$ cat src/verilog/sim_pkg.sv
// How it works
// - Transmit request when stop bit leaves shifter
// - Receive request when character enters receive buffer
// - Overrun when eighth bit beats buffer read
// - No receive request for an overrunning character
// - Framing error when stop bit is low
// - Error summary is OR of three errors
// - Prescaler passes clock or divides by 2^n
// - Two-bit select picks the divider count source
// - Handshake select bit ignored, no flow pins
// - Readable flag: transmit shifter empty
// - Readable flag: transmit buffer empty
// - Error low level only when output enabled
// - Parity fail drives transmit line low
// - Buffer read clears parity error, releases line
// - Direct send: true data, LSB first, even
// - Direct receive: true data, bit zero first
// - Inverse send: complemented, MSB first, odd
// - Inverse receive: complemented, stored from bit seven
// - Inverse receive checks odd parity
package sim_pkg;

  // ****************************************
  // Register map
  // ****************************************
  localparam logic [3:0] OFS_TX_BUF  = 4'h0;
  localparam logic [3:0] OFS_RX_BUF  = 4'h1;
  localparam logic [3:0] OFS_BAUD    = 4'h2;
  localparam logic [3:0] OFS_MODE    = 4'h3;
  localparam logic [3:0] OFS_CTRL0   = 4'h4;
  localparam logic [3:0] OFS_CTRL1   = 4'h5;
  localparam logic [3:0] OFS_SPEC1   = 4'h6;
  localparam logic [3:0] OFS_SPEC2   = 4'h7;
  localparam logic [3:0] OFS_SPEC3   = 4'h8;
  localparam logic [3:0] OFS_SPEC4   = 4'h9;
  localparam logic [3:0] OFS_PRESC   = 4'hA;

  // ****************************************
  // Field positions
  // ****************************************
  localparam int MODE_PARITY_POL  = 5;
  localparam int CTRL0_CLK_LO     = 0;
  localparam int CTRL0_CTS_RTS    = 2;
  localparam int CTRL0_TX_EMPTY   = 3;
  localparam int CTRL0_OPEN_DRAIN = 5;
  localparam int CTRL0_MSB_FIRST  = 7;
  localparam int CTRL1_TX_EN      = 0;
  localparam int CTRL1_TX_BUF_MT  = 1;
  localparam int CTRL1_RX_EN      = 2;
  localparam int CTRL1_RX_DONE    = 3;
  localparam int CTRL1_IRQ_SRC    = 4;
  localparam int CTRL1_INVERT     = 6;
  localparam int CTRL1_PER_OUT_EN = 7;
  localparam int RXB_OVERRUN      = 12;
  localparam int RXB_FRAMING      = 13;
  localparam int RXB_PARITY       = 14;
  localparam int RXB_SUMMARY      = 15;

  // ****************************************
  // Reset values and counts
  // ****************************************
  localparam logic [7:0] RST_REG8     = 8'h00;
  localparam logic [3:0] TICK_LAST    = 4'hF;
  localparam logic [3:0] TICK_MID     = 4'h7;
  localparam logic [2:0] DATA_LAST    = 3'h7;
  localparam logic [3:0] FRAME_LAST   = 4'hA;
  localparam logic [2:0] F8_LAST      = 3'h7;
  localparam logic [1:0] SRC_F1       = 2'h0;
  localparam logic [1:0] SRC_F8       = 2'h1;

  typedef enum logic [2:0] {RX_IDLE, RX_START, RX_DATA, RX_PAR, RX_STOP} sim_rx_e;

endpackage

$ cat src/verilog/sim_bclk_if.sv
`timescale 1ns/1ps
// Bit clock configuration and oversampling tick
interface sim_bclk_if;
  logic [1:0] src_sel;
  logic [3:0] pre_div;
  logic [7:0] divisor;
  logic       tick;
  modport gen  (input src_sel, input pre_div, input divisor, output tick);
  modport core (output src_sel, output pre_div, output divisor, input tick);
endinterface

$ cat src/verilog/sim_baud_gen.sv
`timescale 1ns/1ps
// ****************************************
// Bit clock generator
// ****************************************
module sim_baud_gen (
  // Clock and reset
  input wire logic clk_sys,
  input wire logic rst_n,
  // Configuration and tick
  sim_bclk_if.gen  bclk
);
  logic [14:0] free_cnt_r;
  logic [14:0] pre_mask;
  logic        src_tick;
  logic [7:0]  div_cnt_r;
  logic        tick_r;

  // Free counter feeds both f8 and the 2^n prescaler
  always_ff @(posedge clk_sys) begin
    if (!rst_n) begin
      free_cnt_r <= 15'h0000;
    end else begin
      free_cnt_r <= free_cnt_r + 15'h0001;
    end
  end

  // n=0 gives an all-zero mask, i.e. undivided
  always_comb begin
    pre_mask = 15'((16'h0001 << bclk.pre_div) - 16'h0001);
    unique case (bclk.src_sel)
      sim_pkg::SRC_F1: src_tick = 1'b1;
      sim_pkg::SRC_F8: src_tick = (free_cnt_r[2:0] == sim_pkg::F8_LAST);
      default:         src_tick = ((free_cnt_r & pre_mask) == pre_mask);
    endcase
  end

  // Divide source by divisor+1; the x16 is done in the core
  always_ff @(posedge clk_sys) begin
    if (!rst_n) begin
      div_cnt_r <= 8'h00;
      tick_r    <= 1'b0;
    end else begin
      tick_r <= 1'b0;
      if (src_tick) begin
        if (div_cnt_r == 8'h00) begin
          div_cnt_r <= bclk.divisor;
          tick_r    <= 1'b1;
        end else begin
          div_cnt_r <= div_cnt_r - 8'h01;
        end
      end
    end
  end

  assign bclk.tick = tick_r;

endmodule

$ cat src/verilog/sim_uart.sv
`timescale 1ns/1ps
// ****************************************
// Smart-card serial channel
// ****************************************
module sim_uart (
  // Clock and reset
  input  wire logic        clk_sys,
  input  wire logic        rst_n,
  // Register port
  input  wire logic [3:0]  reg_addr,
  input  wire logic [15:0] reg_wdata,
  input  wire logic        reg_wr,
  input  wire logic        reg_rd,
  output logic      [15:0] reg_rdata,
  // Serial line
  input  wire logic        rx_line_i,
  output logic             tx_line_o,
  output logic             tx_oe_o,
  // Request pulses
  output logic             tx_irq_o,
  output logic             rx_irq_o
);
  sim_bclk_if bclk ();

  // Software registers
  logic [7:0]  tx_buf_r;
  logic [7:0]  baud_r;
  logic [7:0]  mode_r;
  logic [7:0]  ctrl0_r;
  logic [7:0]  ctrl1_r;
  logic [7:0]  spec_r [4];
  logic [3:0]  presc_r;
  logic [15:0] rdata_r;
  // Transmit side
  logic        tb_full_r;
  logic        tx_busy_r;
  logic [10:0] tx_frame_r;
  logic [3:0]  tx_tick_r;
  logic [3:0]  tx_bit_r;
  logic        tx_line_r;
  logic        tx_oe_r;
  logic        tx_irq_r;
  logic [7:0]  tx_data;
  logic [7:0]  tx_order;
  logic        tx_par;
  logic        tx_start;
  logic        tx_done;
  // Receive side
  logic        rx_s1_r;
  logic        rx_s2_r;
  logic        rx_prev_r;
  sim_pkg::sim_rx_e rx_st_r;
  logic [3:0]  rx_tick_r;
  logic [2:0]  rx_idx_r;
  logic [7:0]  rx_sh_r;
  logic        rx_acc_r;
  logic        rx_ovr_chr_r;
  logic [7:0]  rb_data_r;
  logic        rx_done_r;
  logic        ovr_r;
  logic        frame_err_r;
  logic        per_r;
  logic        rx_irq_r;
  logic        per_drive_r;
  logic [3:0]  per_cnt_r;
  logic        rx_bit;
  logic        rx_val;
  logic        rx_samp;
  logic        rx_eighth;
  logic        rx_xfer;
  logic        rx_perr;
  logic        per_set;
  // Decoded accesses
  logic        wr_tb;
  logic        wr_c1;
  logic        rd_rb;
  logic        tick;

  assign tick  = bclk.tick;
  assign wr_tb = reg_wr && (reg_addr == sim_pkg::OFS_TX_BUF);
  assign wr_c1 = reg_wr && (reg_addr == sim_pkg::OFS_CTRL1);
  assign rd_rb = reg_rd && (reg_addr == sim_pkg::OFS_RX_BUF);

  // ****************************************
  // Bit clock
  // ****************************************
  assign bclk.src_sel = ctrl0_r[sim_pkg::CTRL0_CLK_LO +: 2];
  assign bclk.pre_div = presc_r;
  assign bclk.divisor = baud_r;

  sim_baud_gen u_baud (
    .clk_sys (clk_sys),
    .rst_n   (rst_n),
    .bclk    (bclk.gen)
  );

  // ****************************************
  // Register writes
  // ****************************************
  // Handshake select is stored only; no flow-control pin exists
  always_ff @(posedge clk_sys) begin
    if (!rst_n) begin
      tx_buf_r <= sim_pkg::RST_REG8;
      baud_r   <= sim_pkg::RST_REG8;
      mode_r   <= sim_pkg::RST_REG8;
      ctrl0_r  <= sim_pkg::RST_REG8;
      ctrl1_r  <= sim_pkg::RST_REG8;
      presc_r  <= 4'h0;
      for (int i = 0; i < 4; i++) begin
        spec_r[i] <= sim_pkg::RST_REG8;
      end
    end else if (reg_wr) begin
      unique case (reg_addr)
        sim_pkg::OFS_TX_BUF: tx_buf_r <= reg_wdata[7:0];
        sim_pkg::OFS_BAUD:   baud_r   <= reg_wdata[7:0];
        sim_pkg::OFS_MODE:   mode_r   <= reg_wdata[7:0];
        sim_pkg::OFS_CTRL0:  ctrl0_r  <= reg_wdata[7:0];
        sim_pkg::OFS_CTRL1:  ctrl1_r  <= reg_wdata[7:0];
        sim_pkg::OFS_SPEC1:  spec_r[0] <= reg_wdata[7:0];
        sim_pkg::OFS_SPEC2:  spec_r[1] <= reg_wdata[7:0];
        sim_pkg::OFS_SPEC3:  spec_r[2] <= reg_wdata[7:0];
        sim_pkg::OFS_SPEC4:  spec_r[3] <= reg_wdata[7:0];
        sim_pkg::OFS_PRESC:  presc_r  <= reg_wdata[3:0];
        default: ;
      endcase
    end
  end

  // ****************************************
  // Register reads
  // ****************************************
  // Data valid only in the cycle after the strobe, zero otherwise
  always_ff @(posedge clk_sys) begin
    if (!rst_n) begin
      rdata_r <= 16'h0000;
    end else if (!reg_rd) begin
      rdata_r <= 16'h0000;
    end else begin
      unique case (reg_addr)
        sim_pkg::OFS_RX_BUF: rdata_r <= {(ovr_r | frame_err_r | per_r), per_r, frame_err_r, ovr_r,
                                         4'h0, rb_data_r};
        sim_pkg::OFS_BAUD:   rdata_r <= {8'h00, baud_r};
        sim_pkg::OFS_MODE:   rdata_r <= {8'h00, mode_r};
        sim_pkg::OFS_CTRL0:  rdata_r <= {8'h00, ctrl0_r[7:4], ~tx_busy_r,
                                         ctrl0_r[2:0]};
        sim_pkg::OFS_CTRL1:  rdata_r <= {8'h00, ctrl1_r[7:4], rx_done_r, ctrl1_r[2],
                                         ~tb_full_r, ctrl1_r[0]};
        sim_pkg::OFS_SPEC1:  rdata_r <= {8'h00, spec_r[0]};
        sim_pkg::OFS_SPEC2:  rdata_r <= {8'h00, spec_r[1]};
        sim_pkg::OFS_SPEC3:  rdata_r <= {8'h00, spec_r[2]};
        sim_pkg::OFS_SPEC4:  rdata_r <= {8'h00, spec_r[3]};
        sim_pkg::OFS_PRESC:  rdata_r <= {12'h000, presc_r};
        default:             rdata_r <= 16'h0000;
      endcase
    end
  end

  assign reg_rdata = rdata_r;

  // ****************************************
  // Transmitter
  // ****************************************
  // Format: optional complement, optional bit reversal, parity on the wire bits
  assign tx_data = ctrl1_r[sim_pkg::CTRL1_INVERT] ? ~tx_buf_r : tx_buf_r;
  for (genvar g = 0; g < 8; g++) begin : g_rev
    assign tx_order[g] = ctrl0_r[sim_pkg::CTRL0_MSB_FIRST] ? tx_data[7 - g]
                                                            : tx_data[g];
  end
  assign tx_par   = mode_r[sim_pkg::MODE_PARITY_POL] ? ^tx_data : ~^tx_data;
  assign tx_start = ctrl1_r[sim_pkg::CTRL1_TX_EN] && tb_full_r && !tx_busy_r;
  assign tx_done  = tx_busy_r && tick && (tx_tick_r == sim_pkg::TICK_LAST)
                    && (tx_bit_r == sim_pkg::FRAME_LAST);

  // Buffer full; a write in the load cycle refills it, nothing is lost
  always_ff @(posedge clk_sys) begin
    if (!rst_n) begin
      tb_full_r <= 1'b0;
    end else begin
      tb_full_r <= (tb_full_r && !tx_start) || wr_tb;
    end
  end

  // Shifter: start, 8 data, parity, stop, 16 ticks each
  always_ff @(posedge clk_sys) begin
    if (!rst_n) begin
      tx_busy_r  <= 1'b0;
      tx_frame_r <= 11'h7FF;
      tx_tick_r  <= 4'h0;
      tx_bit_r   <= 4'h0;
    end else if (tx_start) begin
      tx_busy_r  <= 1'b1;
      tx_frame_r <= {1'b1, tx_par, tx_order, 1'b0};
      tx_tick_r  <= 4'h0;
      tx_bit_r   <= 4'h0;
    end else if (tx_busy_r && tick) begin
      tx_tick_r <= tx_tick_r + 4'h1;
      if (tx_tick_r == sim_pkg::TICK_LAST) begin
        tx_frame_r <= {1'b1, tx_frame_r[10:1]};
        tx_bit_r   <= tx_bit_r + 4'h1;
        if (tx_bit_r == sim_pkg::FRAME_LAST) begin
          tx_busy_r <= 1'b0;
        end
      end
    end
  end

  // Request on buffer load, or on stop-bit end if software chose that
  always_ff @(posedge clk_sys) begin
    if (!rst_n) begin
      tx_irq_r <= 1'b0;
    end else begin
      tx_irq_r <= ctrl1_r[sim_pkg::CTRL1_IRQ_SRC] ? tx_done : tx_start;
    end
  end

  // Line driver; error low overrides data, open drain only pulls low
  always_ff @(posedge clk_sys) begin
    if (!rst_n) begin
      tx_line_r <= 1'b1;
      tx_oe_r   <= 1'b0;
    end else begin
      tx_line_r <= !per_drive_r && (!tx_busy_r || tx_frame_r[0]);
      tx_oe_r   <= ctrl0_r[sim_pkg::CTRL0_OPEN_DRAIN]
                   ? (per_drive_r || (tx_busy_r && !tx_frame_r[0])) : 1'b1;
    end
  end

  assign tx_line_o = tx_line_r;
  assign tx_oe_o   = tx_oe_r;
  assign tx_irq_o  = tx_irq_r;

  // ****************************************
  // Receiver
  // ****************************************
  // Two-flop synchroniser; only the second stage is looked at
  always_ff @(posedge clk_sys) begin
    if (!rst_n) begin
      rx_s1_r   <= 1'b1;
      rx_s2_r   <= 1'b1;
      rx_prev_r <= 1'b1;
    end else begin
      rx_s1_r   <= rx_line_i;
      rx_s2_r   <= rx_s1_r;
      rx_prev_r <= rx_s2_r;
    end
  end

  assign rx_bit    = rx_s2_r;
  assign rx_val    = rx_bit ^ ctrl1_r[sim_pkg::CTRL1_INVERT];
  assign rx_samp   = tick && (rx_tick_r == sim_pkg::TICK_LAST);
  assign rx_eighth = (rx_st_r == sim_pkg::RX_DATA) && rx_samp
                     && (rx_idx_r == sim_pkg::DATA_LAST);
  assign rx_xfer   = (rx_st_r == sim_pkg::RX_STOP) && rx_samp;
  // Parity over wire bits; polarity bit picks even or odd
  assign rx_perr   = mode_r[sim_pkg::MODE_PARITY_POL] ? rx_acc_r : !rx_acc_r;
  assign per_set   = rx_xfer && rx_perr;

  // Frame sequencer, sampling mid-bit at 16x oversampling
  always_ff @(posedge clk_sys) begin
    if (!rst_n) begin
      rx_st_r   <= sim_pkg::RX_IDLE;
      rx_tick_r <= 4'h0;
      rx_idx_r  <= 3'h0;
      rx_sh_r   <= 8'h00;
      rx_acc_r  <= 1'b0;
    end else begin
      if (tick) begin
        rx_tick_r <= rx_tick_r + 4'h1;
      end
      unique case (rx_st_r)
        sim_pkg::RX_IDLE: begin
          if (ctrl1_r[sim_pkg::CTRL1_RX_EN] && rx_prev_r && !rx_bit) begin
            rx_st_r   <= sim_pkg::RX_START;
            rx_tick_r <= 4'h0;
          end
        end
        sim_pkg::RX_START: begin
          // A short glitch is rejected at the half-bit check
          if (tick && (rx_tick_r == sim_pkg::TICK_MID)) begin
            rx_st_r   <= rx_bit ? sim_pkg::RX_IDLE : sim_pkg::RX_DATA;
            rx_tick_r <= 4'h0;
            rx_idx_r  <= 3'h0;
            rx_acc_r  <= 1'b0;
          end
        end
        sim_pkg::RX_DATA: begin
          if (rx_samp) begin
            rx_acc_r <= rx_acc_r ^ rx_bit;
            rx_idx_r <= rx_idx_r + 3'h1;
            rx_sh_r  <= ctrl0_r[sim_pkg::CTRL0_MSB_FIRST] ? {rx_sh_r[6:0], rx_val}
                                                          : {rx_val, rx_sh_r[7:1]};
            if (rx_idx_r == sim_pkg::DATA_LAST) begin
              rx_st_r <= sim_pkg::RX_PAR;
            end
          end
        end
        sim_pkg::RX_PAR: begin
          if (rx_samp) begin
            rx_acc_r <= rx_acc_r ^ rx_bit;
            rx_st_r  <= sim_pkg::RX_STOP;
          end
        end
        sim_pkg::RX_STOP: begin
          if (rx_samp) begin
            rx_st_r <= sim_pkg::RX_IDLE;
          end
        end
        default: rx_st_r <= sim_pkg::RX_IDLE;
      endcase
    end
  end

  // Buffer and completion flag; hardware set wins over read clear
  always_ff @(posedge clk_sys) begin
    if (!rst_n) begin
      rb_data_r <= 8'h00;
      rx_done_r <= 1'b0;
      rx_irq_r  <= 1'b0;
    end else begin
      rx_irq_r <= rx_xfer && !rx_ovr_chr_r;
      if (rx_xfer) begin
        rb_data_r <= rx_sh_r;
        rx_done_r <= 1'b1;
      end else if (rd_rb) begin
        rx_done_r <= 1'b0;
      end
    end
  end

  // Overrun at eighth bit with buffer unread; errors clear when receive is off
  always_ff @(posedge clk_sys) begin
    if (!rst_n) begin
      ovr_r        <= 1'b0;
      frame_err_r  <= 1'b0;
      rx_ovr_chr_r <= 1'b0;
    end else begin
      if (rx_eighth) begin
        rx_ovr_chr_r <= rx_done_r && !rd_rb;
      end
      if (rx_eighth && rx_done_r && !rd_rb) begin
        ovr_r <= 1'b1;
      end else if (wr_c1 && !reg_wdata[sim_pkg::CTRL1_RX_EN]) begin
        ovr_r <= 1'b0;
      end
      if (rx_xfer && !rx_bit) begin
        frame_err_r <= 1'b1;
      end else if (wr_c1 && !reg_wdata[sim_pkg::CTRL1_RX_EN]) begin
        frame_err_r <= 1'b0;
      end
    end
  end

  // Parity flag and one-bit error low; a buffer read ends both early
  always_ff @(posedge clk_sys) begin
    if (!rst_n) begin
      per_r       <= 1'b0;
      per_drive_r <= 1'b0;
      per_cnt_r   <= 4'h0;
    end else begin
      if (per_set) begin
        per_r <= 1'b1;
      end else if (rd_rb || (wr_c1 && !reg_wdata[sim_pkg::CTRL1_RX_EN])) begin
        per_r <= 1'b0;
      end
      if (per_set && ctrl1_r[sim_pkg::CTRL1_PER_OUT_EN]) begin
        per_drive_r <= 1'b1;
        per_cnt_r   <= 4'h0;
      end else if (per_drive_r && rd_rb) begin
        per_drive_r <= 1'b0;
      end else if (per_drive_r && tick) begin
        per_cnt_r <= per_cnt_r + 4'h1;
        if (per_cnt_r == sim_pkg::TICK_LAST) begin
          per_drive_r <= 1'b0;
        end
      end
    end
  end

  assign rx_irq_o = rx_irq_r;
endmodule

$ cat config.mk
export PLATFORM = sky130hd
export DESIGN_NAME = sim_uart
export DESIGN_NICKNAME = d
export VERILOG_FILES = /design/src/verilog/sim_pkg.sv /design/src/verilog/sim_bclk_if.sv /design/src/verilog/sim_baud_gen.sv /design/src/verilog/sim_uart.sv
export SDC_FILE = /design/constraint.sdc
export NUM_CORES = 1
export LEC_CHECK = 0
export BUFFER_PORTS_ARGS = -buffer_cell sky130_fd_sc_hd__buf_2
export CORE_UTILIZATION = 55
export CTS_CLUSTER_DIAMETER = 30
export DETAILED_ROUTE_END_ITERATION = 10
export PLACE_DENSITY = 0.73
export SKIP_CTS_REPAIR_TIMING = 1
export SLEW_MARGIN = 5
export SYNTH_ARGS = -nofsm -noshare
export SYNTH_HDL_FRONTEND = slang
export SYNTH_HIERARCHICAL = 1
export SYNTH_SLANG_ARGS = --single-unit
$ cat constraint.sdc
create_clock -name clk_sys -period 3.1 [get_ports clk_sys]
set_clock_uncertainty 0.1 [all_clocks]
set_input_delay 0.155 -clock clk_sys [delete_from_list [all_inputs] [get_ports clk_sys]]
set_output_delay 0.155 -clock clk_sys [all_outputs]
set_load 0.01 [all_outputs]
After elaboration in Yosys (flattened, before gate mapping)
Memory sizes are Yosys's and may differ from the RTL's.
Cells that the tools add are included.
- bitwise gates (word level): 14
- mux-type cells: 75
- reduce and logical (&&, ||, !) cells: 78
- equality and inequality tests: 30
- $add $sub $neg: 8
- shifts and indexed selects: 1
- operator list (cell ; count):
    $pmux W16 S10 ; 1
    $mux W8 ; 7
    $mux W1 ; 47
    $mux W10 ; 3
    $eq A4 B4 Y1 const B ; 7
    $logic_and A1 B1 Y1 ; 28
    $reduce_and A2 Y1 ; 13
    $mux W3 ; 8
    $eq A4 B3 Y1 const B ; 5
    $reduce_bool A2 Y1 ; 9
    $add A4 B1 Y4 const B ; 4
    $add A15 B1 Y15 const B ; 1
    $and A15 B15 Y15 ; 1
    $eq A15 B15 Y1 ; 1
    $pmux W3 S5 ; 1
    $shl A1 B4 Y15 const A ; 1
    $sub A15 B1 Y15 const B ; 1
    $mux W4 ; 3
    $ne A2 B2 Y1 const B ; 5
    $eq A3 B3 Y1 const B ; 3
    $logic_not A1 Y1 ; 9
    $reduce_and A3 Y1 ; 3
    $eq A4 B2 Y1 const B ; 2
    $logic_not A8 Y1 ; 1
    other kinds (24) ; 42
- register bits: 148
- bits of input ports: 25
- logic and storage cells: 242
- output and inout bits: 20
- memory bits (writable): 32
- memories: 1
- memories (name ; depth ; width ; rd ports ; clocked after Yosys merged registers in ; write ports ; line ; source):
    spec_r ; 4 ; 8 ; 4 ; 0 ; 4 ; sim_uart.sv:31 ; logic [7:0] spec_r [4];

Longest topological paths before layout
- word-level depth: 7
- gate-level depth with buffers: 12
- depth with buffers taken out: 9

Modules after synthesis
The synthesis kept the hierarchy.
- modules (own cells, without submodules) (module ; area an instance (um^2) ; cells an instance ; seq. area each (um^2) ; times used):
    sim_uart ; 6776.5 ; 699 ; 3303.2 ; 1
    sim_baud_gen ; 1463.9 ; 175 ; 480.5 ; 1

Worst setup path before layout
Ideal clock, no wire load.
- kind: register to register
- start point: reg presc_r[1], in the netlist bclk.pre_div[1]
- end point: reg u_baud.div_cnt_r[4]
- library setup time: 0.115 ns
- stages on the path, launching flop included: 13
- arrival time: 2.328 ns
- slack: 0.558 ns
- period minus slack after synthesis: 2.542 ns
- path buffers: 3
- required time: 2.885 ns
- cell sequence: dfxtp_1 buf_6 nor3_4 nand2_1 ha_1 buf_2 or3_1 a211oi_1 nor4_2 a41oi_2 buf_2 nor2_1 o21a_1
- word-level cells in the longest chain between the ends: 5
- ends and longest elaborated chain (what ; line ; source):
    from (decl) ; sim_uart.sv:32 ; logic [3:0] presc_r;
    from (signal assigned) ; sim_uart.sv:123 ; sim_pkg::OFS_PRESC: presc_r <= reg_wdata[3:0];
    $shl A1 B4 Y15 (*) ; sim_baud_gen.sv:29 ; pre_mask = 15'((16'h0001 << bclk.pre_div) - 16'h0001);
    $sub A15 B1 Y15 (*) ; sim_baud_gen.sv:29 ;
    $and A15 B15 Y15 ; sim_baud_gen.sv:33 ; default: src_tick = ((free_cnt_r & pre_mask) == pre_mask);
    $eq A15 B15 Y1 (*) ; sim_baud_gen.sv:33 ;
    $pmux W1 S2 (*) ; sim_baud_gen.sv:30 ; unique case (bclk.src_sel)
    to (signal assigned) ; sim_baud_gen.sv:46 ; div_cnt_r <= bclk.divisor;
    to (signal assigned) ; sim_baud_gen.sv:49 ; div_cnt_r <= div_cnt_r - 8'h01;
    to (decl) ; sim_baud_gen.sv:15 ; logic [7:0] div_cnt_r;
Every way passes the cells marked *; elsewhere a longest branch is shown, timed or not.
A chain may end at the register's enable or synchronous reset.

Worst setup path in the final report
- start point: reg presc_r[0], in the netlist bclk.pre_div[0]
- end point: reg u_baud.div_cnt_r[7]
Same word-level chain as after synthesis.

==> flow_summary_export.csv <==
group,metric,value,unit
timing,max_freq,0.3583,GHz
final_layout,drive_gt1_share,12.22,%
timing,finalHoldViolations,0,
setup_path,start_kind,"register",
floorplanning,pin_count,45,
floorplanning,start_util,56.48,%
timing,slew-limit-headroom,41.51,%
synthesis,synthCells,874,
routing,wl,18530,µm
synthesis,synthSimpleGateAreaFrac,21.70,%
routing,viasPerCell,5.855,
floorplanning,die_y,124.4,µm
final_layout,nNetsFinal,932,
synthesis,synth_edf_count,32,
clocking,ctsHtreeMaxLevel,4,
synthesis,synth_mux_area_share,9.459,%
synthesis,synth.most_common_cell,"dfxtp_1",
clocking,numCtsBuffers,17,
grt,grt_pass1_wl,30260,µm
routing,drc,0,
routing,vias,6394,
setup_path,cp.required,3.29,ns
pwr,finalPower,5.185,mW
place,gp_congestion,0.8864,
synthesis,synth_warnings,6,
outcome,outcome,"completed",
timing,rsz0062_at_grt,"no",
clocking,cts_buffer_depth,2,
synthesis,synthAdderAreaFrac,1.822,%
synthesis,postSynthAreaPerCell,9.428,µm²
synthesis,synth_top_area_cell,"dfxtp_1",
grt,grtUsageTotal,24.56,%
pwr,powerDensity,570.0,nW/µm²
timing,fin_tns_setup,0,ns
clocking,clkLatencyLatePin,0.43,ns
place,io_buffers,32,
place,hpwl,12700,µm
routing,drt_pass1_iterations,5,
setup_path,ff2ff_setup_slack,0.31,ns
floorplanning,die_x,124.4,µm
setup_path,cp_data_arrival_time,2.98,ns
setup_path,critPathCaptureType,"register",
clocking,clk_pin_slew,0.06,ns
setup_path,rr_startpoint,"bclk.pre_div[0]",
timing,worst_pin_slew,0.8701,ns
place,dp.cells,1058,
setup_path,crit_fanout,12,
synthesis,synth_top_family_by_area,"simple AND/OR/NAND/NOR gates",
min_path,hold_path_depth,3,
final_layout,syn_to_final_growth,10.39,%
synthesis,synth_flop_cell,"dfxtp_1",
grt,grt_pass1_vias,5808,
clocking,clockRootBuffer,"clkbuf_16",
clocking,cts.sinks,173,
routing,wl_per_cell,16.97,µm
setup_path,critPathCapture,"u_baud/div_cnt_r[7]",
clocking,cts_tree,"done",
pwr,ir_drop,0.0003440,V
synthesis,synth-xor-area-share,4.525,%
floorplanning,die_area,15480,µm²
floorplanning,core,14590,µm²
routing,drt_iter0_drc,670,
synthesis,synth.area.top_cells,"dfxtp_1, edfxtp_1, mux2i_1",
setup_path,critPathLaunch,"bclk.pre_div[0]",
grt,grt-ovfl-total,0,
setup_path,crit_type,"reg2reg",
synthesis,synth_compound_area_share,12.07,%
synthesis,synth_top_area_share,34.25,%
synthesis,async_flop_share,0,%
timing,setup_viol,0,
synthesis,ys_ff_latch,173,
min_path,hold_class,"in2reg",
timing,finalCritPeriodShare,90.03,%
synthesis,yosysUniqueCellTypes,76,
timing,slew_violations,0,
synthesis,yosysSeqAreaShare,45.92,%
grt,antenna_found_initial,0,
timing,fin_crit,2.791,ns
pwr,leakagePower,3.579,nW
timing,holdWs,0.01285,ns
grt,grt_max_degree,48,
setup_path,r2r_cells,9,
routing,ant_nets,0,
final_layout,layoutNonFillerInstCount,1092,
synthesis,synth_area,8240,µm²
job,max_cap_violations,0,
floorplanning,core.rowCount,44,
setup_path,rr_endpoint,"u_baud/div_cnt_r[7]",
synthesis,synth_common_cells,"dfxtp_1, nor2_1, nand2_1",
final_layout,postLayoutCoreUtil,62.35,%
final_layout,diodes,0,
==> placed cells by master (no fill, tap or decap), types with 11 or more instances in the layout <==
cell type,n
nand3_1,23
and2_1,49
buf_2,32
nor2b_1,11
xnor2_1,27
o21ai_0,35
inv_1,16
nand4_1,11
buf_4,21
a21oi_1,41
mux2i_1,70
ha_1,12
dfxtp_1,141
nand2_1,74
nor2_1,100
clkbuf_16,18
a211oi_1,11
nor3_1,14
xor2_1,13
edfxtp_1,32
nand2b_1,16
and3_1,13
==> layer usage <==
metal	global-route usage (%)	routed length, µm	share of wire [%]
met4	8.717	355	1.9
met2	39.00	8681	47
met5	0	0	0
met3	4.296	1071	5.8
met1	33.57	8421	45
==> worst max-delay path, stage by stage, from the launching register on <==
cell       delay, ns
dfxtp_1         0.62
nor3_4          0.10
nand2_1         0.09
ha_1            0.33
xor2_1          0.17
a2bb2oi_1       0.18
o221a_2         0.21
a41oi_2         0.22
o311ai_0        0.50
o41ai_1         0.14
==> registers in the layout (all words and copies together), names as in the netlist, 6 cells and up <==
name	count
u_baud/div_cnt_r	8
mode_r	8
spec_r	32
rx_sh_r	8
ctrl0_r	7
ctrl1_r	6
baud_r	8
u_baud/free_cnt_r	15
tx_frame_r	10
rb_data_r	8
reg_rdata	12
tx_buf_r	8
==> where the power goes <==
part	switching (mW)	leakage [nW]	total (mW)	internal [mW]
logic	0.406	1.85	0.653	0.247
registers	0.0698	1.45	2.46	2.39
clock network	0.893	0.283	2.07	1.18
total	1.37	3.58	5.18	3.82
==> kinds of logic after synthesis <==
logic type               Yosys count
AO/OA/AOI/OAI                    153
other                              1
XOR/XNOR                          41
buffers and inverters             73
AND/OR/NAND/NOR                  347
multiplexers                      74
adder cells (fa/ha/maj)           12
flip-flops                       173
==> worst min-delay path by stage <==
stage / from / end / slack, ns
floorplan: rst_n / rx_prev_r / 0.13
finish: reg_wdata[1] / bclk.pre_div[1] / 0.01
detailed placement: rx_line_i / rx_s1_r / 0.24
global route: reg_wdata[1] / bclk.pre_div[1] / 0.006
CTS: rx_line_i / rx_s1_r / -0.20
global placement: rx_line_i / rx_s1_r / 0.24
==> stage by stage <==
stage | instance area, µm² | setup WS [ns]
after floorplan | 8252 | 0.5579
after global placement | 8501 | 0.4099
after detailed placement | 8501 | 0.3560
after CTS | 9076 | 0.3315
after global routing | 9096 | 0.07022
final | 9096 | 0.3091
==> area by class of cell <==
type,instances,area [µm²]
flip-flops and latches,173,3784
inverters,17,63.81
repair buffers,55,337.8
well taps,184,230.2
clock buffers,20,467.9
clock inverters,12,107.6
multi-input cells,631,4105
fillers,1236,5493
No activity file was read; power rests on OpenSTA's default activity.
